File: src/design/tsg_pkg.sv
// tsg_pkg: constants and carrier types for the timer software event generator.
// assumes a 32-bit classic wishbone slave with byte addresses.
package tsg_pkg;
   localparam logic [7:0]  ADDR_CTRL     = 8'h00; // direction, counting, update control
   localparam logic [7:0]  ADDR_IRQ_EN   = 8'h0C; // irq/dma enables
   localparam logic [7:0]  ADDR_STATUS   = 8'h10; // channel flags, write 0 clears
   localparam logic [7:0]  ADDR_EVGEN    = 8'h14;
   localparam logic [7:0]  ADDR_CHMODE1  = 8'h18;
   localparam logic [7:0]  ADDR_CHMODE2  = 8'h1C;
   localparam logic [7:0]  ADDR_COUNT    = 8'h24;
   localparam logic [7:0]  ADDR_PRESC    = 8'h28;
   localparam logic [7:0]  ADDR_RELOAD   = 8'h2C;
   localparam logic [7:0]  ADDR_CAP1     = 8'h34;
   localparam logic [7:0]  ADDR_EVSTAT   = 8'h50; // sticky events, cleared by read
   localparam logic [7:0]  ADDR_EVMASK   = 8'h54;
   localparam logic [15:0] RST_EVGEN     = 16'h0000;
   localparam logic [15:0] RST_CHMODE    = 16'h0000;
   localparam logic [15:0] RST_RELOAD    = 16'hFFFF;
   localparam int          BIT_UPD       = 0;
   localparam int          BIT_CH1       = 1;
   localparam int          BIT_CTRLUPD   = 5;
   localparam int          BIT_TRIG      = 6;
   localparam int          BIT_BRAKE     = 7;
   localparam int          CTRL_UPD_DIS  = 1;
   localparam int          CTRL_UPD_SRC  = 2;
   localparam int          CTRL_DOWN     = 4;
   localparam int          CTRL_CENTER   = 5;
   localparam int          NUM_CH        = 4;

   typedef struct packed {
      logic        update;
      logic [3:0]  chan;
      logic        ctrl_upd;
      logic        trig;
      logic        brake;
   } tsg_events_t;
endpackage

File: src/design/tsg_channel.sv
// tsg_channel: one capture/compare channel's flag and capture logic.
// assumes forced events and clears are one-cycle pulses on the same clock.
`timescale 1ns/1ps
module tsg_channel (
   input  wire logic        clock,      // timer clock
   input  wire logic        srst,       // synchronous reset
   input  wire logic        is_input,   // channel configured as capture input
   input  wire logic        force_ev,   // forced channel event pulse
   input  wire logic [15:0] count,      // current counter value
   input  wire logic        flag_clr,   // software clear of event flag
   input  wire logic        over_clr,   // software clear of overcapture flag
   output logic             flag,       // channel event flag
   output logic             over,       // overcapture flag
   output logic [15:0]      capture     // captured counter value
);
   logic        flag_q, over_q;
   logic [15:0] cap_q;
   wire         set_over = force_ev & is_input & flag_q;

   always_ff @(posedge clock)
   begin
      if (srst)
      begin
         flag_q <= 1'b0;
         over_q <= 1'b0;
         cap_q  <= 16'h0000;
      end
      else
      begin
         // set wins over a clear in the same cycle
         flag_q <= force_ev | (flag_q & ~flag_clr);
         over_q <= set_over | (over_q & ~over_clr);
         if (force_ev & is_input)
            cap_q <= count;
      end
   end
   assign flag    = flag_q;
   assign over    = over_q;
   assign capture = cap_q;
endmodule

File: src/design/tsg_top.sv
// tsg_top: software event generation for a general timer, wishbone register slave.
// assumes a classic wishbone master; one clock, synchronous reset.
// Operation
// - writing 1 to update_trigger reinitialises the counter and raises an update event.
// - an update event clears the prescaler counter and keeps the division factor.
// - a software update loads auto_reload_value when counting down, else clears the counter.
// - writing 1 to ch1_event_trigger forces a capture/compare event on channel 1.
// - in output mode a forced event sets the flag and raises enabled irq and dma.
// - in input mode a forced event captures the counter, sets the flag, raises enabled irq and dma.
// - a forced capture while the flag is already set also sets the overcapture flag.
// - channels 2 to 4 have trigger bits 2 to 4 acting like channel 1.
// - bit 5 raises a control update event, useful only for complementary channels.
// - bit 6 raises a trigger event and self-clears.
// - bit 7 raises a brake event and self-clears.
// - event generation sits at 0x14, resets to 0, is write-only, bits 15:8 reserved.
// - the channel mode register selects capture input or compare output per channel.
// - a software update acts only with update_source_select 0 and update_disable 0.
// - channel flags stay set until written 0, or in input mode until capture register read.
//
// The Wishbone interface to the registers was left to the implementer.
`timescale 1ns/1ps
module tsg_top (
   input  wire logic        clock,        // 25 MHz timer clock
   input  wire logic        srst,         // synchronous reset, active high
   input  wire logic        wb_cyc_i,     // wishbone cycle
   input  wire logic        wb_stb_i,     // wishbone strobe
   input  wire logic        wb_we_i,      // wishbone write enable
   input  wire logic [7:0]  wb_adr_i,     // byte address
   input  wire logic [3:0]  wb_sel_i,     // byte selects
   input  wire logic [31:0] wb_dat_i,     // write data
   output logic [31:0]      wb_dat_o,     // read data
   output logic             wb_ack_o,     // acknowledge
   output logic             irq,          // level interrupt
   output logic [3:0]       dma_req,      // per-channel dma request
   output logic             update_ev,    // update event pulse
   output logic             ctrl_upd_ev,  // control update pulse
   output logic             trig_ev,      // trigger event pulse
   output logic             brake_ev      // brake event pulse
);
   ////////////////////////////////////////////////////////////////////////////
   // bus decode
   logic        ack_q;
   logic [31:0] rdat_q;
   wire         req     = wb_cyc_i & wb_stb_i & ~ack_q;
   wire         wr      = req & wb_we_i;
   wire         rd      = req & ~wb_we_i;
   wire  [15:0] wdat    = {wb_sel_i[1] ? wb_dat_i[15:8] : 8'h00,
                           wb_sel_i[0] ? wb_dat_i[7:0] : 8'h00};
   wire         lo_sel  = wb_sel_i[0];
   wire         hi_sel  = wb_sel_i[1];
   wire         hit_ctrl  = wb_adr_i == tsg_pkg::ADDR_CTRL;
   wire         hit_ien   = wb_adr_i == tsg_pkg::ADDR_IRQ_EN;
   wire         hit_sts   = wb_adr_i == tsg_pkg::ADDR_STATUS;
   wire         hit_evg   = wb_adr_i == tsg_pkg::ADDR_EVGEN;
   wire         hit_cm1   = wb_adr_i == tsg_pkg::ADDR_CHMODE1;
   wire         hit_cm2   = wb_adr_i == tsg_pkg::ADDR_CHMODE2;
   wire         hit_cnt   = wb_adr_i == tsg_pkg::ADDR_COUNT;
   wire         hit_psc   = wb_adr_i == tsg_pkg::ADDR_PRESC;
   wire         hit_rld   = wb_adr_i == tsg_pkg::ADDR_RELOAD;
   wire         hit_cap1  = wb_adr_i == tsg_pkg::ADDR_CAP1;
   wire         hit_evs   = wb_adr_i == tsg_pkg::ADDR_EVSTAT;
   wire         hit_evm   = wb_adr_i == tsg_pkg::ADDR_EVMASK;

   ////////////////////////////////////////////////////////////////////////////
   // configuration registers
   logic [15:0] ctrl_q, ien_q, cm1_q, cm2_q, rld_q, psc_q;
   logic [7:0]  evmask_q;
   always_ff @(posedge clock)
   begin
      if (srst)
      begin
         ctrl_q   <= 16'h0000;
         ien_q    <= 16'h0000;
         cm1_q    <= tsg_pkg::RST_CHMODE;
         cm2_q    <= tsg_pkg::RST_CHMODE;
         rld_q    <= tsg_pkg::RST_RELOAD;
         psc_q    <= 16'h0000;
         evmask_q <= 8'h00;
      end
      else if (wr)
      begin
         if (hit_ctrl && lo_sel)
            ctrl_q <= wdat;
         if (hit_ien)
            ien_q <= wdat;
         if (hit_cm1)
            cm1_q <= wdat;
         if (hit_cm2)
            cm2_q <= wdat;
         if (hit_rld)
            rld_q <= wdat;
         if (hit_psc)
            psc_q <= wdat;
         if (hit_evm && lo_sel)
            evmask_q <= wdat[7:0];
      end
   end

   ////////////////////////////////////////////////////////////////////////////
   // event generation: write-only, self-clearing pulse register
   logic [7:0] evg_q;
   wire        evg_wr = wr & hit_evg & lo_sel;
   always_ff @(posedge clock)
   begin
      if (srst)
         evg_q <= tsg_pkg::RST_EVGEN[7:0];
      else if (evg_wr)
         evg_q <= wdat[7:0];
      else
         evg_q <= 8'h00;
   end

   wire upd_allowed = ~ctrl_q[tsg_pkg::CTRL_UPD_DIS] & ~ctrl_q[tsg_pkg::CTRL_UPD_SRC];
   tsg_pkg::tsg_events_t ev;
   assign ev.update   = evg_q[tsg_pkg::BIT_UPD] & upd_allowed;
   assign ev.chan     = evg_q[tsg_pkg::BIT_CH1 +: tsg_pkg::NUM_CH];
   assign ev.ctrl_upd = evg_q[tsg_pkg::BIT_CTRLUPD];
   assign ev.trig     = evg_q[tsg_pkg::BIT_TRIG];
   assign ev.brake    = evg_q[tsg_pkg::BIT_BRAKE];

   ////////////////////////////////////////////////////////////////////////////
   // counter and prescaler
   logic [15:0] cnt_q, pcnt_q;
   wire         down    = ctrl_q[tsg_pkg::CTRL_DOWN] & ~ctrl_q[tsg_pkg::CTRL_CENTER];
   wire         ptick   = pcnt_q == psc_q;
   wire         cnt_wr  = wr & hit_cnt;
   always_ff @(posedge clock)
   begin
      if (srst)
      begin
         cnt_q  <= 16'h0000;
         pcnt_q <= 16'h0000;
      end
      else if (ev.update)
      begin
         pcnt_q <= 16'h0000;
         cnt_q  <= down ? rld_q : 16'h0000;
      end
      else
      begin
         pcnt_q <= ptick ? 16'h0000 : pcnt_q + 16'h0001;
         if (cnt_wr)
            cnt_q <= wdat;
         else if (ptick)
            cnt_q <= down ? (cnt_q == 16'h0000 ? rld_q : cnt_q - 16'h0001)
                          : (cnt_q == rld_q ? 16'h0000 : cnt_q + 16'h0001);
      end
   end

   ////////////////////////////////////////////////////////////////////////////
   // channels
   logic [3:0]  ch_flag, ch_over;
   logic [15:0] ch_cap [4];
   wire  [31:0] cmode  = {cm2_q, cm1_q};
   wire         sts_wr = wr & hit_sts;
   genvar g;
   generate
      for (g = 0; g < tsg_pkg::NUM_CH; g++)
      begin : g_ch
         wire is_in = cmode[g*8 +: 2] != 2'b00;
         wire fclr  = (sts_wr & lo_sel & ~wb_dat_i[g+1])
                    | (rd & (wb_adr_i == tsg_pkg::ADDR_CAP1 + 8'(g*4)) & is_in);
         tsg_channel u_ch (
            .clock    (clock),
            .srst     (srst),
            .is_input (is_in),
            .force_ev (ev.chan[g]),
            .count    (cnt_q),
            .flag_clr (fclr),
            .over_clr (sts_wr & hi_sel & ~wb_dat_i[g+9]),
            .flag     (ch_flag[g]),
            .over     (ch_over[g]),
            .capture  (ch_cap[g])
         );
      end
   endgenerate

   ////////////////////////////////////////////////////////////////////////////
   // sticky event status, clear on read
   logic [7:0] evs_q;
   wire  [7:0] ev_vec = {ev.brake, ev.trig, ev.ctrl_upd, ev.chan, ev.update};
   wire        evs_rd = rd & hit_evs;
   always_ff @(posedge clock)
   begin
      if (srst)
         evs_q <= 8'h00;
      else
         evs_q <= ev_vec | (evs_rd ? 8'h00 : evs_q); // new events win over the read clear
   end

   ////////////////////////////////////////////////////////////////////////////
   // read mux and outputs
   wire [15:0] sts_word = {3'b000, ch_over, 1'b0, 3'b000, ch_flag, 1'b0};
   wire [2:0]  cap_idx  = 3'(wb_adr_i[4:2] - 3'd5);
   wire        hit_cap  = wb_adr_i >= tsg_pkg::ADDR_CAP1 && wb_adr_i <= 8'h40;
   wire [15:0] rsel =
        hit_ctrl ? ctrl_q :
        hit_ien  ? ien_q :
        hit_sts  ? sts_word :
        hit_evg  ? 16'h0000 :
        hit_cm1  ? cm1_q :
        hit_cm2  ? cm2_q :
        hit_cnt  ? cnt_q :
        hit_psc  ? psc_q :
        hit_rld  ? rld_q :
        hit_cap  ? ch_cap[cap_idx[1:0]] :
        hit_evs  ? {8'h00, evs_q} :
        hit_evm  ? {8'h00, evmask_q} : 16'h0000;

   logic       irq_q;
   logic [3:0] dma_q;
   logic [3:0] pls_q;
   wire  [3:0] ch_ien  = ien_q[4:1];
   wire  [3:0] ch_den  = ien_q[12:9];
   always_ff @(posedge clock)
   begin
      if (srst)
      begin
         ack_q  <= 1'b0;
         rdat_q <= 32'h0000_0000;
         irq_q  <= 1'b0;
         dma_q  <= 4'h0;
         pls_q  <= 4'h0;
      end
      else
      begin
         ack_q  <= req;
         rdat_q <= rd ? {16'h0000, rsel} : 32'h0000_0000;
         irq_q  <= |(evs_q & evmask_q) | |(ch_flag & ch_ien);
         dma_q  <= ev.chan & ch_den;
         pls_q  <= {ev.brake, ev.trig, ev.ctrl_upd, ev.update};
      end
   end
   assign wb_ack_o    = ack_q;
   assign wb_dat_o    = rdat_q;
   assign irq         = irq_q;
   assign dma_req     = dma_q;
   assign update_ev   = pls_q[0];
   assign ctrl_upd_ev = pls_q[1];
   assign trig_ev     = pls_q[2];
   assign brake_ev    = pls_q[3];

   ////////////////////////////////////////////////////////////////////////////
   // checks
   a_trig_selfclear: assert property (@(posedge clock) disable iff (srst)
      evg_wr |=> ##1 (evg_q == 8'h00))
      else $error("trigger bits not self-cleared");
   a_update_gated: assert property (@(posedge clock) disable iff (srst)
      (evg_wr && wdat[0] && !upd_allowed) |=> ##1 !update_ev)
      else $error("update raised while gated");
   a_update_reload: assert property (@(posedge clock) disable iff (srst)
      (ev.update && down) |=> cnt_q == $past(rld_q))
      else $error("down counter not reloaded");
   a_update_clear: assert property (@(posedge clock) disable iff (srst)
      ev.update |=> (pcnt_q == 16'h0000))
      else $error("prescaler not cleared");
   a_ch_flag_set: assert property (@(posedge clock) disable iff (srst)
      ev.chan[0] |=> ch_flag[0])
      else $error("channel flag not set");
   a_ch_capture: assert property (@(posedge clock) disable iff (srst)
      (ev.chan[0] && cm1_q[1:0] != 2'b00) |=> ch_cap[0] == $past(cnt_q))
      else $error("capture value wrong");
   a_overcapture: assert property (@(posedge clock) disable iff (srst)
      (ev.chan[0] && ch_flag[0] && cm1_q[1:0] != 2'b00) |=> ch_over[0])
      else $error("overcapture not flagged");
   a_brake_pulse: assert property (@(posedge clock) disable iff (srst)
      (evg_wr && wdat[7]) |=> ##1 brake_ev ##1 !brake_ev)
      else $error("brake pulse wrong");
endmodule

File: config.mk
export PLATFORM = sky130hd
export DESIGN_NAME = tsg_top
export DESIGN_NICKNAME = d
export VERILOG_FILES = /design/src/design/tsg_pkg.sv /design/src/design/tsg_channel.sv /design/src/design/tsg_top.sv
export SDC_FILE = /design/constraint.sdc
export NUM_CORES = 1
export LEC_CHECK = 0
export ABC_AREA = 1
export BUFFER_PORTS_ARGS = -buffer_cell sky130_fd_sc_hd__clkbuf_2
export CAP_MARGIN = 5
export CORE_MARGIN = 8
export CORE_UTILIZATION = 35
export DETAILED_ROUTE_END_ITERATION = 12
export PLACE_DENSITY = 0.58
export SETUP_SLACK_MARGIN = 0.15
export SYNTH_ARGS = -nofsm -noshare
export SYNTH_HDL_FRONTEND = slang
export SYNTH_HIERARCHICAL = 1
export SYNTH_SLANG_ARGS = --single-unit
export TNS_END_PERCENT = 1
File: constraint.sdc
create_clock -name clock -period 2.2 [get_ports clock]
set_clock_uncertainty 0.1 [all_clocks]
set_input_delay 0 -clock clock [delete_from_list [all_inputs] [get_ports clock]]
set_output_delay 0 -clock clock [all_outputs]
set_load 0.1 [all_outputs]
**Yosys cells after proc, flatten, opt, wreduce, memory -nomap -nowiden**

Cells that the tools add are included.
Widths: inputs -> output; s select.

- Register bits: 266
- Output and inout port bits: 42
- Word-level logic and storage cells: 186

- Add/sub/neg operators: 4
- Eq/ne operators: 16
- Reduce and logical (&&, ||, !) cells: 22
- Multiplexer cells: 25
- Bitwise operators: 87
- Magnitude comparators: 3

Operators by type and width:

| operator | number |
|---|---|
| $mux 16 | 19 |
| $eq 8x6->1 const B | 6 |
| $and 1x1->1 | 46 |
| $mux 8 | 5 |
| $add 16x1->16 const B | 2 |
| $bmux 16 s2 | 1 |
| $eq 16x16->1 | 2 |
| $eq 8x5->1 const B | 4 |
| $eq 8x7->1 const B | 3 |
| $not 1->1 | 23 |
| $logic_not 16->1 | 1 |
| $sub 16x1->16 const B | 1 |
| $reduce_and 2->1 | 7 |
| $or 1x1->1 | 13 |
| $and 4x4->4 | 2 |
| $and 8x8->8 | 1 |
| $eq 8x4->1 const B | 1 |
| $ge 8x6->1 const B | 1 |
| $le 8x7->1 const B | 1 |
| $logic_not 8->1 | 1 |
| $or 8x8->8 | 1 |
| $reduce_bool 2->1 | 4 |
| $reduce_or 8->1 | 1 |
| $reduce_or 2->1 | 2 |
| other kinds (7) | 9 |

**Logic depth before layout (Yosys ltp)**

Gate-level depths: netlist of run 1.

- Depth after elaboration: 15
- Gate-level depth with buffers: 19
- Depth with buffers taken out: 16

**Cells and area by module**

Netlist of run 1, hierarchy kept.

By module, submodules not included:

| module | sequential area each (sq um) | area each (sq um) | instances | cells each |
|---|---|---|---|---|
| tsg_top | 3563.4 | 10361.2 | 1 | 1563 |
| tsg_channel | 360.3 | 733.2 | 4 | 111 |

**Least setup slack after synthesis of run 1**

OpenSTA, ideal clock, no wires.

- Path type: reg-to-reg
- From: register ack_q (netlist: wb_ack_o)
- To: register cnt_q[11]
- Data arrival time: 1.946 ns
- Cell stages (with the launch flop): 11
- Path slack: 0.084 ns
- Setup time: 0.070 ns
- Cells stage by stage: dfxtp_1 nor2_1 inv_2 nor2_2 inv_2 nor2_2 inv_2 buf_2 o21ai_0 o21bai_1 a21oi_1

- Word-level cells in the longest chain between the ends: 6
- Elaborated cells on any way between the ends: 7

Ends and longest elaborated chain:

| item | line | text |
|---|---|---|
| start: declaration | tsg_top.sv:42 | `logic ack_q;` |
| start signal: assignment | tsg_top.sv:227 | `ack_q <= req;` |
| $not 1->1 (*) | tsg_top.sv:44 | `wire req = wb_cyc_i & wb_stb_i & ~ack_q;` |
| $and 1x1->1 (*) | tsg_top.sv:44 |  |
| $and 1x1->1 (*) | tsg_top.sv:45 | `wire wr = req & wb_we_i;` |
| $and 1x1->1 (*) | tsg_top.sv:126 | `wire cnt_wr = wr & hit_cnt;` |
| $mux 16 | tsg_top.sv:142 | `if (cnt_wr)` |
| $mux 16 | tsg_top.sv:134 | `else if (ev.update)` |
| end signal: assignment | tsg_top.sv:137 | `cnt_q <= down ? rld_q : 16'h0000;` |
| end signal: assignment | tsg_top.sv:143 | `cnt_q <= wdat;` |
| end signal: assignment | tsg_top.sv:145 | `cnt_q <= down ? (cnt_q == 16'h0000 ? rld_q : cnt_q - 16'h0001)` |
| end: declaration | tsg_top.sv:123 | `logic [15:0] cnt_q, pcnt_q;` |

Mark *: on every way between the ends. The rest lies on a longest branch, timed or not.
A chain may end at the register's enable or synchronous reset.

**Worst setup path after layout of run 1**

- From: register cnt_q[1]
- To: register cnt_q[6]

- Word-level cells in the longest chain between the ends: 6
- Elaborated cells on any way between the ends: 10

Ends and longest elaborated chain:

| item | line | text |
|---|---|---|
| $add 16x1->16, or another cell as far along | tsg_top.sv:146 | `: (cnt_q == rld_q ? 16'h0000 : cnt_q + 16'h0001);` |
| $mux 16, on equally long branches | tsg_top.sv:146, tsg_top.sv:145 |  |
| $mux 16 (*) | tsg_top.sv:145 |  |
| $mux 16 (*) | tsg_top.sv:144 | `else if (ptick)` |
| $mux 16 (*) | tsg_top.sv:142 |  |
| $mux 16 (*) | tsg_top.sv:134 |  |

Mark *: on every way between the ends. The rest lies on a longest branch, timed or not. The select of a mux whose other input is x is not followed.

==> flow_summary.json, run 1 <==
{
  "io_buffers": 56,
  "track_usage_pct": 20.3,
  "antenna_found_initial": 0,
  "diodes": 0,
  "nFillCells": 3983,
  "finalHoldViolations": 0,
  "start_kind": "flop",
  "die_w_um": 211,
  "finalSetupViolCount": 0,
  "crit_slowest_cell": "dfxtp_2",
  "pwr-share-seq_pct": 42.0,
  "crit_buf_inv": 3,
  "internal-power_w": 0.00803,
  "powerDensity_mw_per_mm2": 680,
  "cts_tree": "done",
  "holdCritPathClass": "primary input to flop",
  "fin_crit_ps": 1990,
  "ios": 91,
  "crit_top_cell": "nand3_1",
  "avgSynthCellArea_um2": 6.62,
  "placedCellCount": 2595,
  "stdcell_count": 2672,
  "tightest_slew_ps": 662,
  "crit_type": "flop to flop",
  "slew_violations": 0,
  "placed_area_mm2": 0.0146,
  "ys_ff_latch": 250,
  "ant_nets": 0,
  "clock_power_share_pct": 47.3,
  "cp-end-kind": "flop",
  "final_net_count": 2197,
  "grt_max_degree": 62,
  "cts_htree_levels": 1,
  "synth_top_area_cell": "dfxtp_1",
  "required_ps": 2580,
  "start_util_pct": 35.4,
  "netlist_area_mm2": 0.0133,
  "slew_headroom_pct": 55.7,
  "fin_tns_setup_ps": 0,
  "power_switching_w": 0.00283,
  "wire_per_inst_um": 17.5,
  "crit_fanout": 10,
  "cts_root_buf": "clkbuf_16",
  "synth.area.top_cells": "dfxtp_1 (38%), nand2_1 (13%), nor2_1 (8.2%)",
  "ir_drop_mv": 0.575,
  "cellLeakagePower_nw": 7.51,
  "die_y_um": 211,
  "multiInputGateArea_mm2": 0.00678,
  "dp_hpwl_mm": 34.7,
  "num_vias": 13390,
  "rsz0062_at_grt": "yes",
  "combPwrFrac_pct": 10.7,
  "drc": 0,
  "yosys.area.top_type_share_pct": 37.6,
  "die_area_mm2": 0.0445,
  "clock_sinks": 250,
  "cp_top_family": "simple AND/OR/NAND/NOR gates",
  "yosysSeqAreaShare_pct": 37.6,
  "final_common_cell": "nand2_1",
  "layout_common_cells": "nand2_1 (454), nor2_1 (290), dfxtp_1 (245)",
  "synthDistinctLibCells": 49,
  "wl_mm": 46.7,
  "clock.fmax_ghz": 0.503,
  "path_clk_slew_ps": 80,
  "clockBufferDepth": 3,
  "drive_above_1_share_pct": 15.0,
  "outcome": "finished clean",
  "ff_latch_area_mm2": 0.00501,
  "crit_path_cell_trace": "inv_2 > ha_4 > nand3_2 > nor3_4 > nand4_4 > clkinv_2 > buf_4 > o21ai_0 > nand3_1 > nand3_1 > a21oi_1",
  "globalplace.congestion": 0.926,
  "fp.coreArea_mm2": 0.0376,
  "vias_per_cell": 5.01,
  "grt_pass1_wl_mm": 71.7,
  "clk_latency_ps": 560,
  "synthCells": 2007,
  "drv_cap": 0,
  "gr-total-overflow": 0,
  "drt-initial-drc-count": 1324,
  "worstPathArrival_ps": 2360,
  "sw_frac_of_total_pct": 26.1,
  "num_rows": 71,
  "firstDrtPassIters": 5,
  "cp_slowest_stage_delay_ps": 350,
  "fin_crit_sh_pct": 90.3,
  "stdcell_area_mm2": 0.0160,
  "grt_pass1_vias": 12390,
  "syn_to_final_growth_pct": 20.2,
  "ys_warn_count": 6,
  "cts_buffers": 28
}
==> path summary, 6_finish.rpt <==
| path | depth (start not counted) | to | start | slack, ps |
|---|---|---|---|---|
| worst max register to register | 11 | cnt_q[6] | cnt_q[1] | 210 |
| worst min-delay path | 9 | g_ch[2].u_ch/flag | wb_adr_i[4] | 100 |
| worst min register to register | 2 | pls_q[3] | evg_q[7] | 340 |
| worst max-delay path | 11 | cnt_q[6] | cnt_q[1] | 210 |
==> logic make-up (layout without fill, tap and decap cells) <==
family,Yosys count,in the layout,share of synthesized area [%]
flops,250,250,37.6
xor+xnor,32,32,2.11
simple gates,947,947,30.5
buf+inv,357,496,12.2
other cells,1,16,0.0282
compound gates,411,411,16.6
fa+ha+maj,9,9,0.847
==> tightest hold or removal path, stage by stage <==
cell and delay [ps]:
clkbuf_2 120, nand2_1 80, nor2_1 60, buf_4 140
nand4_1 80, o21ai_0 70, inv_1 50, a21oi_1 50
nor2_1 80
==> power by group through the flow <==
| stage | Combinational [W] | Sequential (W) | Clock [W] |
|---|---|---|---|
| global placement | 0.00106 | 0.00466 | 0 |
| CTS | 0.00110 | 0.00456 | 0.00523 |
| finish | 0.00117 | 0.00456 | 0.00514 |
| floorplan | 0.000668 | 0.00467 | 0 |
| global route | 0.00124 | 0.00456 | 0.00540 |
| detailed placement | 0.00106 | 0.00466 | 0 |
==> layer usage <==
metal | wire, µm | GRT usage, % | part of all wire, %
met1 | 21400 | 27.8 | 46
met2 | 21300 | 33.4 | 46
met3 | 3040 | 3.15 | 6.5
met4 | 935 | 4.56 | 2.0
met5 | 0 | 0 | 0
==> Yosys cell counts, drive strengths merged <==
| library cell | n |
|---|---|
| a22oi | 4 |
| o22ai | 1 |
| o21ai | 182 |
| nor2 | 315 |
| o2111ai | 1 |
| a21oi | 175 |
| or2 | 10 |
| a22o | 3 |
| o21a | 1 |
| a211oi | 1 |
| ha | 9 |
| clkinv | 3 |
| a221oi | 3 |
| nor4 | 3 |
| xor2 | 32 |
| inv | 236 |
| nor3 | 24 |
| buf | 91 |
| a31oi | 2 |
| nand4 | 37 |
| clkbuf | 27 |
| o31ai | 1 |
| conb | 1 |
| o211ai | 35 |
| nand2 | 467 |
| nand3 | 84 |
| nor3b | 1 |
| o21bai | 2 |
| nand3b | 6 |
| dfxtp | 250 |
==> state kept, by name, indices dropped and copies added (netlist names) <==
register and count:
dma_req 4, evg_q 8, cnt_q 16, pcnt_q 16, g_ch.u_ch/capture 64, ien_q 16, evs_q 8, wb_dat_o 16
ctrl_q 16, rld_q 16, wb_ack_o 1, psc_q 16, g_ch.u_ch/over 4, pls_q 4, g_ch.u_ch/flag 4, cm1_q 16
evmask_q 8, irq 1, cm2_q 16
==> stage by stage <==
step	power (W)	setup WS (ps)	hold WS [ps]	utilization, %
floorplan	0.00534	238	-30.9	-
global placement	0.00572	14.5	191	38.9
detailed placement	0.00572	-23.0	196	38.9
CTS	0.0109	157	67.9	42.3
global route	0.0112	55.6	120	42.5
finish	0.0109	213	105	42.5
==> repair_timing <==
item	4_1_cts	5_1_grt
gates resized for setup	1	20
setup endpoints to repair	1	24
endpoints found under the hold margin	157	0
hold buffers	23	0
pin swaps	0	4
buffers inserted	0	2
==> cell type report <==
class / instances / area share (%)
tap: 511 / 4.00
timing repair buffer: 205 / 10.1
inverter: 239 / 5.64
clock inverter: 16 / 1.29
sequential: 250 / 31.4
clock buffer: 36 / 5.14
multi-input combinational: 1415 / 42.4
Note: power is estimated with default switching activity, not from simulation.
==> run 2: changes to the inputs <==
--- a/config.mk
+++ b/config.mk
@@ -10,8 +10,10 @@
 export CAP_MARGIN = 5
 export CORE_MARGIN = 8
 export CORE_UTILIZATION = 35
+export CTS_CLUSTER_DIAMETER = 60
 export DETAILED_ROUTE_END_ITERATION = 12
 export PLACE_DENSITY = 0.58
+export REMOVE_ABC_BUFFERS = 1
 export SETUP_SLACK_MARGIN = 0.15
 export SYNTH_ARGS = -nofsm -noshare
 export SYNTH_HDL_FRONTEND = slang
==> flow_summary.json, run 2 (synthesis results as in run 1) <==
{
  "finalHoldViolations": 0,
  "gr-total-overflow": 0,
  "grt_pass1_vias": 12696,
  "cts_root_buf": "clkbuf_16",
  "clock_sinks": 250,
  "ios": 91,
  "nFillCells": 3910,
  "slew_violations": 0,
  "die_y_um": 211,
  "final_core_util_pct": 42.6,
  "powerDensity_mw_per_mm2": 688,
  "start_util_pct": 35.4,
  "drive_above_1_share_pct": 15.4,
  "drt-initial-drc-count": 1243,
  "cts_buffers": 30,
  "r2r_end": "cnt_q[1]",
  "globalplace.congestion": 0.978,
  "finalSetupViolCount": 0,
  "ant_nets": 0,
  "fin_crit_ps": 2010,
  "clock.fmax_ghz": 0.498,
  "die_area_mm2": 0.0445,
  "die_w_um": 211,
  "outcome": "finished clean",
  "dp_hpwl_mm": 34.3,
  "cp-end-kind": "flop",
  "reg2reg_slack_ps": 190,
  "cellLeakagePower_nw": 7.56,
  "drv_cap": 0,
  "diodes": 0,
  "syn_to_final_growth_pct": 20.5,
  "slew_headroom_pct": 54.0,
  "ir_drop_mv": 0.612,
  "rr_worst_depth": 11,
  "layout_common_cells": "nand2_1 (453), nor2_1 (290), dfxtp_1 (242)",
  "track_usage_pct": 20.4,
  "required_ps": 2600,
  "holdCritPathClass": "primary input to flop",
  "cts_htree_levels": 1,
  "drc": 0,
  "crit_fanout": 8,
  "cp-startpoint": "cnt_q[0]",
  "firstDrtPassIters": 5,
  "worstPathArrival_ps": 2410,
  "num_rows": 71,
  "final_net_count": 2204,
  "grt_max_degree": 50,
  "crit_type": "flop to flop",
  "post-route-worst-setup-slack_ps": 193,
  "rsz0062_at_grt": "yes",
  "antenna_found_initial": 1,
  "clk_latency_ps": 580,
  "wl_mm": 46.6,
  "cts_tree": "done",
  "io_buffers": 56,
  "fp.coreArea_mm2": 0.0376,
  "start_kind": "flop",
  "wire_per_inst_um": 17.4,
  "crit_end": "cnt_q[1]",
  "final_common_cell": "nand2_1",
  "clockBufferDepth": 3,
  "fin_crit_sh_pct": 91.2,
  "grt_pass1_wl_mm": 72.2,
  "pre_cts_slack_ps": -103,
  "num_vias": 13468,
  "reg2reg_from": "cnt_q[0]",
  "tightest_slew_ps": 688,
  "largest_reg_flops": 64,
  "vias_per_cell": 5.02,
  "path_clk_slew_ps": 60
}
==> run 2: cell count changes in the layout (fill, tap and decap cells not counted), moves of 5 or more <==
cell and delta:
buf_4 +5, inv_6 +5, clkbuf_1 +5, buf_12 -6, clkinvlp_4 -6
==> run 2: per-stage QoR <==
stage          cells  instance area [µm²]  total power [W]  setup TNS (ps)  hold WS [ps]
2_1_floorplan   1904                12600          0.00525          -27840         -30.9
3_3_place_gp    2593                14600          0.00571            -190           201
3_5_place_dp    2593                14600          0.00570            -262           201
4_1_cts         2674                15900           0.0110               0          38.1
5_1_grt         2681                16000           0.0114               0           119
6_report        2681                16000           0.0110               0          66.5
==> run 2: how the worst min path moves through the flow <==
stage | to | slack, ps | from | cells past startpoint
2_1_floorplan | evs_q[0] | -30 | srst | 1
3_3_place_gp | rld_q[13] | 200 | wb_dat_i[13] | 3
3_5_place_dp | rld_q[13] | 200 | wb_dat_i[13] | 3
4_1_cts | g_ch[3].u_ch/flag | 40 | wb_adr_i[6] | 8
5_1_grt | g_ch[3].u_ch/flag | 120 | wb_adr_i[6] | 8
6_report | g_ch[2].u_ch/flag | 70 | wb_adr_i[7] | 9
==> run 2: routing by layer <==
layer,global-route usage (%),vias up,share of wire (%)
li1,-,6670,-
met1,27.1,6243,45
met2,32.6,444,45
met3,4.24,109,6.9
met4,6.64,2,3.4
met5,0,-,0.028
==> run 2: worst max-delay path: stages, from the launching register on <==
cell	delay (ps)
dfxtp_4	370
inv_4	70
ha_4	140
nand3_2	90
nor3_4	250
nand4_4	240
buf_6	200
a21oi_1	120
o21ai_1	80
nand3_1	90
nand3_2	70
a21oi_2	110
==> run 2: timing repair <==
action / CTS / global route
setup endpoints to repair: 11 / 19
gates cloned: 0 / 1
pin swaps: 0 / 8
setup buffers: 0 / 6
hold buffers: 25 / 0
hold endpoints to repair: 148 / 0
gates resized for setup: 2 / 34
==> run 2: where the power goes <==
part | internal [W] | total [W] | leakage [nW] | switching (W)
registers | 0.00454 | 0.00456 | 2.02 | 0.0000222
clock network | 0.00320 | 0.00527 | 0.524 | 0.00207
logic | 0.000396 | 0.00118 | 5.02 | 0.000785
total | 0.00814 | 0.0110 | 7.56 | 0.00288
==> run 2: layout make-up <==
| class | count | area (µm²) | area share (%) |
|---|---|---|---|
| timing repair buffer | 209 | 1590 | 9.93 |
| timing repair inverter | 1 | 5.00 | 0.0313 |
| multi-input combinational | 1415 | 6790 | 42.4 |
| clock buffer | 41 | 852 | 5.32 |
| clock inverter | 15 | 205 | 1.28 |
| inverter | 239 | 907 | 5.66 |
| sequential | 250 | 5020 | 31.3 |
| tap | 511 | 639 | 3.99 |
